`config.mk`:
```
export PLATFORM = sky130hd
export DESIGN_NAME = ila_lock_arbiter
export DESIGN_NICKNAME = d
export VERILOG_FILES = /design/src/ila_pkg.sv /design/src/ila_lock_arbiter.sv
export VERILOG_INCLUDE_DIRS = /design/src /design/src/src
export SDC_FILE = /design/constraint.sdc
export NUM_CORES = 1
export LEC_CHECK = 0
export BUFFER_PORTS_ARGS = -buffer_cell sky130_fd_sc_hd__buf_2
export CAP_MARGIN = 20
export CORE_MARGIN = 10
export CORE_UTILIZATION = 49
export CTS_BUF_LIST = sky130_fd_sc_hd__clkbuf_4 sky130_fd_sc_hd__clkbuf_8
export DETAILED_ROUTE_END_ITERATION = 6
export PLACE_DENSITY = 0.75
export SYNTH_ARGS = -nofsm -noshare
export SYNTH_HDL_FRONTEND = slang
export SYNTH_SLANG_ARGS = --single-unit
```
`constraint.sdc`:
```
create_clock -name mclk_i -period 3.3 [get_ports mclk_i]
set_input_delay 0 -clock mclk_i [delete_from_list [all_inputs] [get_ports mclk_i]]
set_output_delay 0 -clock mclk_i [all_outputs]
set_load 0.05 [all_outputs]
```
`src/ila_map.svh`:
```
// Constants and encodings for the I/O interface lock arbiter
// Summary of operation
// - A lock request is answered with 1 when granted and 0 when refused.
// - Each granted request from the holder raises the lock count by one.
// - A release lowers the count by one and frees the lock at zero.
// - While locked only the holder may change state; others only query.
// - While locked, a request from a non-holder is refused, count and owner unchanged.
// - After reset the lock is free with a count of zero.
// - A lock held by LAN is freed when the LAN connection drops.
// - Operation status bit 10 is set while locked and clear when free.
// - The owner report names the holder with its LAN address, or none.
// - The caller report names the querying interface in the same form.
`ifndef ILA_MAP_SVH
`define ILA_MAP_SVH
`define ILA_CNT_W 8
`define ILA_CNT_ZERO 8'h00
`define ILA_CNT_ONE 8'h01
`define ILA_CNT_MAX 8'hff
`define ILA_IP_ZERO 32'h0000_0000
`define ILA_OPER_LOCK_BIT 10
`define ILA_OPER_W 16
`define ILA_OPER_ZERO 16'h0000
`endif

```
`src/ila_pkg.sv`:
```
// Types shared by the I/O interface lock arbiter
package ila_pkg;
  typedef enum logic [2:0] {
    ILA_IF_NONE = 3'h0,
    ILA_IF_USB = 3'h1,
    ILA_IF_VXI11 = 3'h2,
    ILA_IF_GPIB = 3'h3,
    ILA_IF_LAN = 3'h4
  } ila_if_t;
endpackage

```
`src/ila_lock_arbiter.sv`:
```
// Interface lock arbiter: nested ownership of the instrument configuration
`timescale 1ns/1ps
`include "ila_map.svh"
module ila_lock_arbiter
  import ila_pkg::*;
(
  input wire logic mclk_i,
  input wire logic srst_i,
  input wire ila_if_t cmd_if_i,
  input wire logic [31:0] cmd_ip_i,
  input wire logic ownership_request_query_i,
  input wire logic ownership_release_command_i,
  input wire logic holder_identity_query_i,
  input wire logic caller_identity_query_i,
  input wire logic change_cmd_i,
  input wire logic lan_drop_i,
  input wire logic [31:0] lan_drop_ip_i,
  output logic req_done_o,
  output logic req_grant_o,
  output logic id_valid_o,
  output ila_if_t id_if_o,
  output logic [31:0] id_ip_o,
  output logic change_ok_o,
  output logic change_block_o,
  output logic [`ILA_OPER_W-1:0] oper_cond_o,
  output logic locked_o,
  output logic [`ILA_CNT_W-1:0] lock_count_o
);

  // ****************************************
  // Decode
  // ****************************************
  logic [`ILA_CNT_W-1:0] cnt_r;
  logic [`ILA_CNT_W-1:0] cnt_nxt;
  ila_if_t own_r;
  ila_if_t own_nxt;
  logic [31:0] own_ip_r;
  logic [31:0] own_ip_nxt;

  // ****************************************
  // Helpers
  // ****************************************
  // LAN sessions differ by address, so holder match compares it too
  function automatic logic is_holder(ila_if_t ifc, logic [31:0] ip,
                                     ila_if_t own, logic [31:0] oip);
    is_holder = (ifc == own) && ((own != ILA_IF_LAN) || (ip == oip));
  endfunction

  // Only a LAN caller carries an address; the others report zero
  function automatic logic [31:0] lan_ip(ila_if_t ifc, logic [31:0] ip);
    lan_ip = (ifc == ILA_IF_LAN) ? ip : `ILA_IP_ZERO;
  endfunction

  function automatic logic is_locked(logic [`ILA_CNT_W-1:0] cnt);
    is_locked = (cnt != `ILA_CNT_ZERO);
  endfunction

  // ****************************************
  // Request path
  // ****************************************
  wire free_w = !is_locked(cnt_r);
  wire holder_w = is_holder(cmd_if_i, cmd_ip_i, own_r, own_ip_r);
  wire valid_if_w = (cmd_if_i != ILA_IF_NONE);
  // Saturated count refuses rather than wraps to a free lock
  wire grant_w = ownership_request_query_i && valid_if_w &&
                 (free_w || (holder_w && cnt_r != `ILA_CNT_MAX));
  wire rel_w = ownership_release_command_i && !free_w && holder_w;
  // A drop for another address leaves the holder alone
  wire drop_w = lan_drop_i && !free_w && own_r == ILA_IF_LAN &&
                lan_drop_ip_i == own_ip_r;
  wire allow_w = free_w || holder_w;
  // A drop in the same cycle wins, so the answer must say refused
  wire grant_ok_w = grant_w && !drop_w;

  // Drop outranks request, which outranks release
  always_comb
  begin
    cnt_nxt = cnt_r;
    own_nxt = own_r;
    own_ip_nxt = own_ip_r;
    if (drop_w)
    begin
      cnt_nxt = `ILA_CNT_ZERO;
      own_nxt = ILA_IF_NONE;
      own_ip_nxt = `ILA_IP_ZERO;
    end
    else if (grant_w)
    begin
      cnt_nxt = cnt_r + `ILA_CNT_ONE;
      own_nxt = cmd_if_i;
      own_ip_nxt = lan_ip(cmd_if_i, cmd_ip_i);
    end
    else if (rel_w)
    begin
      cnt_nxt = cnt_r - `ILA_CNT_ONE;
      if (cnt_r == `ILA_CNT_ONE)
      begin
        own_nxt = ILA_IF_NONE;
        own_ip_nxt = `ILA_IP_ZERO;
      end
    end
  end

  // ****************************************
  // Identity report
  // ****************************************
  // Holder query wins if both identity queries arrive together
  wire id_q_w = holder_identity_query_i || caller_identity_query_i;
  wire [31:0] caller_ip_w = lan_ip(cmd_if_i, cmd_ip_i);
  wire ila_if_t id_if_w = holder_identity_query_i ? own_nxt : cmd_if_i;
  wire [31:0] id_ip_w = holder_identity_query_i ? own_ip_nxt :
                        caller_ip_w;
  // Report holds between queries so a slow host can still read it
  wire ila_if_t id_if_nxt = id_q_w ? id_if_w : id_if_o;
  wire [31:0] id_ip_nxt = id_q_w ? id_ip_w : id_ip_o;

  // ****************************************
  // Status
  // ****************************************
  // Status follows the count after this cycle's update
  wire lock_nxt_w = is_locked(cnt_nxt);
  logic [`ILA_OPER_W-1:0] oper_w;
  always_comb
  begin
    oper_w = `ILA_OPER_ZERO;
    oper_w[`ILA_OPER_LOCK_BIT] = lock_nxt_w;
  end

  // ****************************************
  // State
  // ****************************************
  // Owner and count move together so a free lock never keeps an owner
  always_ff @(posedge mclk_i)
  begin
    if (srst_i)
    begin
      cnt_r <= `ILA_CNT_ZERO;
      own_r <= ILA_IF_NONE;
      own_ip_r <= `ILA_IP_ZERO;
    end
    else
    begin
      cnt_r <= cnt_nxt;
      own_r <= own_nxt;
      own_ip_r <= own_ip_nxt;
    end
  end

  // ****************************************
  // Answer pulses
  // ****************************************
  // Grant is only meaningful while req_done_o is high
  always_ff @(posedge mclk_i)
  begin
    if (srst_i)
    begin
      req_done_o <= 1'b0;
      req_grant_o <= 1'b0;
    end
    else
    begin
      req_done_o <= ownership_request_query_i;
      req_grant_o <= grant_ok_w;
    end
  end

  // ****************************************
  // Identity outputs
  // ****************************************
  // Valid pulses once; the report itself is held
  always_ff @(posedge mclk_i)
  begin
    if (srst_i)
    begin
      id_valid_o <= 1'b0;
      id_if_o <= ILA_IF_NONE;
      id_ip_o <= `ILA_IP_ZERO;
    end
    else
    begin
      id_valid_o <= id_q_w;
      id_if_o <= id_if_nxt;
      id_ip_o <= id_ip_nxt;
    end
  end

  // ****************************************
  // Change gate
  // ****************************************
  // One pulse per command; the caller decides whether to retry
  always_ff @(posedge mclk_i)
  begin
    if (srst_i)
    begin
      change_ok_o <= 1'b0;
      change_block_o <= 1'b0;
    end
    else
    begin
      change_ok_o <= change_cmd_i && allow_w;
      change_block_o <= change_cmd_i && !allow_w;
    end
  end

  // ****************************************
  // Status outputs
  // ****************************************
  always_ff @(posedge mclk_i)
  begin
    if (srst_i)
    begin
      oper_cond_o <= `ILA_OPER_ZERO;
      locked_o <= 1'b0;
      lock_count_o <= `ILA_CNT_ZERO;
    end
    else
    begin
      oper_cond_o <= oper_w;
      locked_o <= lock_nxt_w;
      lock_count_o <= cnt_nxt;
    end
  end

endmodule // ila_lock_arbiter

```
# Word level (Yosys, flattened, before mapping)
# Cells that the tools add are included.
dict set report word_totals {
  out_inout_bits 65
  elab_cells 58
  in_bits 75
  ff_bits 99
}
dict set report classes {
  muxes 14
  n_reduce_logical 22
  add_sub_neg 2
  n_eq_ne 8
}
# operator n
set ops {}
lappend ops {{32-bit 2-to-1 mux} 6}
lappend ops {{32-bit == test} 2}
lappend ops {{8-bit 2-to-1 mux} 3}
lappend ops {{8-bit nonzero test} 2}
lappend ops {{3-bit 2-to-1 mux} 5}
lappend ops {{1-bit logical AND} 12}
lappend ops {{8-bit by 1-bit adder with 8-bit output, second input constant} 1}
lappend ops {{8-bit by 1-bit == test with 1-bit output, second input constant} 1}
lappend ops {{8-bit != test, second input constant} 1}
lappend ops {{8-bit by 1-bit subtractor with 8-bit output, second input constant} 1}
lappend ops {{3-bit == test, second input constant} 2}
lappend ops {{1-bit logical OR} 4}
lappend ops {{3-bit == test} 1}
lappend ops {{1-bit logical NOT} 3}
lappend ops {{3-bit != test, second input constant} 1}
lappend ops {{3-bit nonzero test} 1}

# Depth between registers and ports, before layout
# Gate-level depths: netlist (run 1).
dict set report logic_depth {
  depth_word 9
  mapped_depth 13
  depth_no_buf 10
}

# Worst setup path before layout (run 1)
# No wires, ideal clock.
dict set report synth_path {
  path_type {flip-flop to flip-flop}
  from {register lock_count_o[0] (netlist name)}
  to {register id_ip_o[0]}
  setup_ns 0.128
  stages_incl_launch_ff 14
  arrival_time_ns 2.817
  path_slack_ns 0.356
  period_less_slack_ns 2.944
  n_path_buf 3
  required_ns 3.172
  path_cell_list {dfxtp_1 > inv_1 > ha_1 > nand3_1 > nand2_1 > or2_2 > or2_2 > clkbuf_1 > o211a_1 > buf_6 > buf_6 > a22o_1 > nand2_1 > o21ai_1}
}
# item line
set synth_lines {}
lappend synth_lines {{end signal: assignment} ila_lock_arbiter.sv:177} ;# id_ip_o <= `ILA_IP_ZERO;
lappend synth_lines {{end signal: assignment} ila_lock_arbiter.sv:183} ;# id_ip_o <= id_ip_nxt;
lappend synth_lines {{end: declaration} ila_lock_arbiter.sv:22} ;# output logic [31:0] id_ip_o,

# Final worst setup path (run 1)
dict set report layout_path {
  from {register own_r[2]}
  to {register id_ip_o[31]}
}
dict set report layout_between {
  elab_chain_len 9
  elab_cells_between_ends 15
  classes_between {3 x eq/ne; 4 x mux; 8 x reduce/logical}
}
# item line
set layout_lines {}
lappend layout_lines {{start: declaration} ila_lock_arbiter.sv:35} ;# ila_if_t own_r;
lappend layout_lines {{start signal: assignment} ila_lock_arbiter.sv:144} ;# own_r <= own_nxt;
lappend layout_lines {{3-bit != test} ila_lock_arbiter.sv:46} ;# is_holder = (ifc == own) && ((own != ILA_IF_LAN) || (ip == oip));
lappend layout_lines {{1-bit logical OR} ila_lock_arbiter.sv:46}
lappend layout_lines {{1-bit logical AND} ila_lock_arbiter.sv:46}
lappend layout_lines {{1-bit logical AND (no source line)} n/a}
lappend layout_lines {{1-bit logical OR} ila_lock_arbiter.sv:66} ;# (free_w || (holder_w && cnt_r != `ILA_CNT_MAX));
lappend layout_lines {{1-bit logical AND} ila_lock_arbiter.sv:65} ;# wire grant_w = ownership_request_query_i && valid_if_w &&
lappend layout_lines {{32-bit 2-to-1 mux} ila_lock_arbiter.sv:87} ;# else if (grant_w)
lappend layout_lines {{32-bit 2-to-1 mux *} ila_lock_arbiter.sv:81} ;# if (drop_w)
lappend layout_lines {{32-bit 2-to-1 mux *} ila_lock_arbiter.sv:111} ;# wire [31:0] id_ip_w = holder_identity_query_i ? own_ip_nxt :
# Mark *: on every way between the ends. The rest lies on a longest branch, timed or not.
# A chain may end at the register's enable or synchronous reset.

==> impl_metrics.yaml, run 1 <==
die:
  die_w_um: 112
  rows: 33
  core_area_um2: 8220
  start_util: 0.504
  ios: 140
  die_h_um: 112
  dieArea_um2: 12500
logic_synthesis:
  syn_inst: 447
  synth_cell_types: 44
  ys_ff_latch: 84
  seq_area_frac_synth: 0.406
  ys_top_cells_by_area: "dfxtp_1 (41%), xnor2_1 (12%), a22o_1 (7.4%)"
  synth_edf_count: 0
  synth_ff_type: "dfxtp_1"
  synth_top_area_frac: 0.406
  synth_area_um2: 4140
  async_flop_share: 0
  syn_area_per_cell_um2: 9.27
  yosys_warnings: 0
  synth_top_area_cell: "dfxtp_1"
cts:
  cts_root_buf: "clkbuf_8"
  cts_buffers: 9
  postCtsResizedCells: 0
  worstSkewPairLatency_ns: 0.36
  cts_buffer_depth: 2
  cts_tree: "built"
  cts_sinks: 84
  htreeDepth: 3
  clkSlewWorstSetupHoldPaths_ns: 0.09
final_layout:
  fillers: 694
  nNetsFinal: 681
  antennaDiodeCount: 0
  fin_util: 0.657
  area_growth_pct: 30.4
  layout-drive-gt1-share: 0.270
run:
  drv_cap: 0
global_routing:
  grt_usage: 0.204
  grt-ovfl-total: 0
  antenna_found_initial: 0
  first_global_vias: 4156
  grt_start_max_net_pins: 42
  grt_pass1_wl_um: 21400
routing:
  drt-total-wl_um: 13400
  drc: 0
  vias: 4048
  drtAntennaViolNets: 0
  drt_iter0_drc: 281
  wire_per_inst_um: 18.8
  first_pass_iters: 5
  vias_per_cell: 5.69
sta:
  max_slew_margin: 0.416
  timing.hold.ws_ns: 0.0234
  layout_min_cycle_time_ns: 3.02
  finalHoldViolations: 0
  period_share: 0.914
  report.final.slew_viol_count: 0
  fin_setup_tns_ns: 0
  rsz0062_at_grt: "no"
  max_freq_mhz: 332
  finalClockSkew_ns: 0.0120
  timing_worst_slew_pin_value_ns: 0.876
  setup_violations: 0
setup_path:
  crit_type: "reg2reg"
  crit_required_ns: 3.51
  startpoint_type: "flop"
  worstPathArrival_ns: 3.23
  end_kind: "flop"
  cp_max_fo: 15
place:
  place_hpwl_um: 9460
  gp_congestion: 0.981
  portBuffers: 124
power_and_ir_drop:
  swShare: 0.358
  p_leak_nw: 2.28
  ir_drop_mv: 0.285
  p_switching_w: 0.00101
  powerDensity_nw_per_um2: 525
  clock_power_share: 0.300
  internal_power_w: 0.00182
  combPwrFrac: 0.297
  seqPwrFrac: 0.403
  power_w: 0.00283
min_path:
  hp-class: "in2reg"
outcome:
  outcome: "finished clean"
-- cell families (layout without fill, tap and decap cells) --
group | Yosys count | after routing | share of synthesized area
compound gates | 119 | 119 | 0.204
xor+xnor | 73 | 73 | 0.154
fa+ha+maj | 4 | 4 | 0.0121
buf+inv | 44 | 190 | 0.0625
flops | 84 | 84 | 0.406
mux | 7 | 7 | 0.0169
other cells | 1 | 15 | 0.000905
simple gates | 115 | 115 | 0.143
-- critical path: stages (launching register included) --
cell      delay, ns
dfxtp_1        0.38
nor3b_1        0.54
nand4_1        0.13
or4_1          0.43
or3_4          0.39
nand2b_1       0.20
nor3_4         0.06
buf_12         0.15
buf_4          0.19
a22o_1         0.26
nand2_1        0.06
o21ai_0        0.09
-- layer usage --
metal | global-route usage | routed length [um] | share of wire
met1 | 0.238 | 5290 | 0.40
met2 | 0.347 | 6520 | 0.49
met3 | 0.0596 | 1250 | 0.094
met4 | 0.0770 | 298 | 0.022
met5 | 0 | 0 | 0
-- sequential cells by signal, indices dropped and copies added, names as in the netlist, 3 cells and up --
register / cells
id_if_o: 3
own_r: 3
own_ip_r: 32
lock_count_o: 8
id_ip_o: 32
-- cell type report --
class | instances | area [um^2] | area share
inverter | 3 | 11.3 | 0.00209
sequential | 84 | 1680 | 0.311
tap | 105 | 131 | 0.0243
clock buffer | 10 | 138 | 0.0255
clock inverter | 6 | 95.1 | 0.0176
timing repair buffer | 171 | 1080 | 0.199
multi-input combinational | 333 | 2270 | 0.420
-- cell usage after synthesis (2+ instances only) --
cell type and number:
o21ai_1 30, a22o_1 35, o21ai_0 6, dfxtp_1 84
and2_1 3, or2_2 3, buf_6 4, xnor2_1 56
nor3_1 3, nand2_1 45, nand4_1 13, nor4_1 5
a31o_2 3, a31oi_1 3, nor2b_1 2, nor2_1 15
buf_2 3, mux2i_1 7, nor3b_1 2, a21oi_1 3
and3_1 4, xor2_1 17, nor4_2 2, inv_1 3
clkbuf_1 18, nand2b_1 3, a22oi_1 32, ha_1 4
nand3_1 9, buf_4 16
-- metrics by stage --
| stage | instance area, um^2 | setup slack (ns) | std cells |
|---|---|---|---|
| finish | 5400 | 0.285 | 712 |
| floorplan | 4190 | 0.356 | 461 |
| global route | 5400 | 0.115 | 712 |
| global placement | 4760 | 0.408 | 656 |
| detailed placement | 4760 | 0.302 | 656 |
| CTS | 5360 | 0.274 | 708 |
-- placed cells by master (no fill, tap or decap), drive strengths merged, types with 4 or more instances in the layout --
master | netlist | routed
a22o | 35 | 35
a22oi | 32 | 32
and3 | 4 | 4
buf | 23 | 135
clkbuf | 18 | 10
conb | 1 | 15
dfxtp | 84 | 84
dlygate4sd3 | 0 | 36
ha | 4 | 4
inv | 3 | 4
mux2i | 7 | 7
nand2 | 45 | 45
nand3 | 9 | 9
nand4 | 13 | 13
nor2 | 15 | 15
nor3 | 4 | 4
nor4 | 7 | 7
o21ai | 36 | 36
xnor2 | 56 | 56
xor2 | 17 | 17
-- power by group through the flow --
stage | Combinational, W | Sequential [W] | Clock, W
floorplan | 0.000447 | 0.00131 | 0
global placement | 0.000786 | 0.00116 | 0
detailed placement | 0.000795 | 0.00116 | 0
CTS | 0.000830 | 0.00114 | 0.000857
global route | 0.000900 | 0.00115 | 0.000896
finish | 0.000842 | 0.00114 | 0.000849
-- final timing paths --
check / startpoint / endpoint / slack [ns] / depth (start not counted)
max: own_r[2]$_SDFF_PP0_ / id_ip_o[31]$_SDFFE_PP0P_ / 0.28 / 11
min: cmd_if_i[2] / own_r[2]$_SDFF_PP0_ / 0.02 / 2
max reg2reg: own_r[2]$_SDFF_PP0_ / id_ip_o[31]$_SDFFE_PP0P_ / 0.28 / 11
min reg2reg: id_if_o[1]$_SDFFE_PP0P_ / id_if_o[1]$_SDFFE_PP0P_ / 0.53 / 2
-- what timing repair did --
item | 4_1_cts | 5_1_grt
setup endpoints to repair | 0 | 2
setup buffers | 0 | 4
endpoints found under the hold margin | 67 | 0
hold buffers | 36 | 0
Power figures use the tool's default switching activity.
==> run 2: changes to the inputs <==
--- a/config.mk
+++ b/config.mk
@@ -8,11 +8,14 @@
 export LEC_CHECK = 0
 export BUFFER_PORTS_ARGS = -buffer_cell sky130_fd_sc_hd__buf_2
 export CAP_MARGIN = 20
+export CELL_PAD_IN_SITES_DETAIL_PLACEMENT = 0
+export CELL_PAD_IN_SITES_GLOBAL_PLACEMENT = 1
 export CORE_MARGIN = 10
-export CORE_UTILIZATION = 49
+export CORE_UTILIZATION = 35
 export CTS_BUF_LIST = sky130_fd_sc_hd__clkbuf_4 sky130_fd_sc_hd__clkbuf_8
 export DETAILED_ROUTE_END_ITERATION = 6
-export PLACE_DENSITY = 0.75
+export PLACE_DENSITY = 0.76
 export SYNTH_ARGS = -nofsm -noshare
 export SYNTH_HDL_FRONTEND = slang
 export SYNTH_SLANG_ARGS = --single-unit
+export TNS_END_PERCENT = 50
==> constraint.sdc (replaced) <==
create_clock -name mclk_i -period 2.65 [get_ports mclk_i]
set_input_delay 0 -clock mclk_i [delete_from_list [all_inputs] [get_ports mclk_i]]
set_output_delay 0 -clock mclk_i [all_outputs]
set_load 0.05 [all_outputs]
==> run 2 against run 1 <==
  * Global-route usage fell by 3.9 points
  * Power up 26%
  * Combinational power grew 46%
  * Final cell count up 9.0%
  * Design area is 6.6% higher
  * Critical path type unchanged
  * Largest power group unchanged
  * Highest routed layer unchanged
==> impl_metrics.yaml, run 2 (same netlist as run 1, synthesis figures left out) <==
power_and_ir_drop:
  clock_power_share: 0.258
  combPwrFrac: 0.344
  p_leak_nw: 2.45
  seqPwrFrac: 0.398
  powerDensity_nw_per_um2: 621
  p_switching_w: 0.00130
  swShare: 0.364
  ir_drop_mv: 0.227
  internal_power_w: 0.00228
setup_path:
  crit_path_max_incr_delay_ns: 0.55
  startpoint_type: "flop"
  crit_type: "reg2reg"
  end_kind: "flop"
  crit_required_ns: 2.90
  crit_chain: "xnor2_1 -> nand4_1 -> or4_4 -> or3_4 -> nor2b_4 -> o211a_4 -> clkbuf_16 -> a22o_1 -> nand2_1 -> o21ai_1"
  worstPathArrival_ns: 2.88
  cp_max_fo: 12
  critPathSlowestCell: "or4_4"
place:
  place_hpwl_um: 10500
  gp_congestion: 0.881
  placed_cell_area_um2: 4980
  portBuffers: 124
cts:
  cts_root_buf: "clkbuf_8"
  htreeDepth: 3
  worstSkewPairLatency_ns: 0.37
  cts_sinks: 84
  cts_buffer_depth: 2
  clkSlewWorstSetupHoldPaths_ns: 0.09
  cts_buffers: 9
  cts_tree: "built"
final_layout:
  top_regs: "id_ip_o x32, own_ip_r x32, lock_count_o x8"
  final_common_cell: "buf_2"
  most-common-layout-cells: "buf_2 (124), dfxtp_1 (68), xnor2_1 (51)"
  multi_input_area_um2: 2350
  area_growth_pct: 39.0
  fillers: 1102
  layout-drive-gt1-share: 0.340
  seq_area_um2: 1710
  nNetsFinal: 707
  finalInstanceArea_um2: 5760
  antennaDiodeCount: 0
routing:
  vias: 4018
  drc: 0
  first_pass_iters: 5
  wire_per_inst_um: 18.3
  drtAntennaViolNets: 0
  drt-total-wl_um: 14200
  vias_per_cell: 5.18
  drt_iter0_drc: 293
global_routing:
  first_global_vias: 4094
  grt_usage: 0.165
  grt-ovfl-total: 0
  grt_start_max_net_pins: 34
  antenna_found_initial: 0
  grt_pass1_wl_um: 22000
sta:
  fin_setup_tns_ns: 0
  report.final.slew_viol_count: 0
  finalClockSkew_ns: 0.0144
  setup_violations: 0
  max_freq_mhz: 380
  layout_min_cycle_time_ns: 2.63
  rsz0062_at_grt: "yes"
  period_share: 0.992
  finalHoldViolations: 0
run:
  drv_cap: 0
die:
  die_w_um: 129
  die_h_um: 129
  ios: 140
  core_area_um2: 11500
  rows: 39
  dieArea_um2: 16600
  start_util: 0.360
min_path:
  hp-class: "in2reg"
outcome:
  outcome: "finished clean"
## run 2: metal layers
layer,GRT usage,part of all wire,vias to the layer above
li1,-,-,1938
met4,0.0395,0.010,0
met2,0.267,0.47,147
met1,0.209,0.44,1918
met5,0,0,-
met3,0.0542,0.081,15
## run 2: area by class of cell
type	instances	share of cell area
clock buffers	10	0.0228
clock inverters	6	0.0113
inverters	3	0.00196
multi-input cells	333	0.408
flip-flops and latches	84	0.296
well taps	143	0.0311
repair buffers	197	0.229
## run 2: stage by stage
step	setup WS, ns	instances	util	total power [W]	hold WS [ns]
floorplan	0.00228	461	-	0.00219	0.128
global placement	-0.00125	713	0.432	0.00255	0.230
detailed placement	0.0241	713	0.432	0.00254	0.265
CTS	0.0154	767	0.482	0.00350	0.0133
global route	-0.0681	776	0.500	0.00374	0.0451
finish	0.0201	776	0.500	0.00358	0.0287
## run 2: critical path, delay by kind of cell, from the launching register on
kind            cells  cell delay, ns
buf+inv             1            0.18
simple gates        5            1.38
xor+xnor            1            0.17
flops               1            0.35
compound gates      3            0.45
## run 2: final timing paths
kind / from / endpoint / slack, ns / depth (start not counted)
min: caller_identity_query_i / id_if_o[0]$_SDFFE_PP0P_ / 0.03 / 3
max reg2reg: own_ip_r[0]$_SDFF_PP0_ / id_ip_o[9]$_SDFFE_PP0P_ / 0.02 / 10
min reg2reg: own_r[2]$_SDFF_PP0_ / own_r[2]$_SDFF_PP0_ / 0.52 / 1
max: own_ip_r[0]$_SDFF_PP0_ / id_ip_o[9]$_SDFFE_PP0P_ / 0.02 / 10
## run 2: repair_timing
| item | in CTS | in global routing |
|---|---|---|
| hold buffers | 38 | 0 |
| gates resized for setup | 0 | 34 |
| hold endpoints to repair | 71 | 0 |
| setup endpoints to repair | 0 | 48 |
| buffers inserted | 0 | 7 |
## run 2: power groups by stage
stage / clock network, W / registers, W / logic [W]
after global routing: 0.000993 / 0.00143 / 0.00131
after global placement: 0 / 0.00144 / 0.00111
after floorplan: 0 / 0.00164 / 0.000557
after CTS: 0.000938 / 0.00142 / 0.00114
final: 0.000924 / 0.00142 / 0.00123
after detailed placement: 0 / 0.00145 / 0.00109
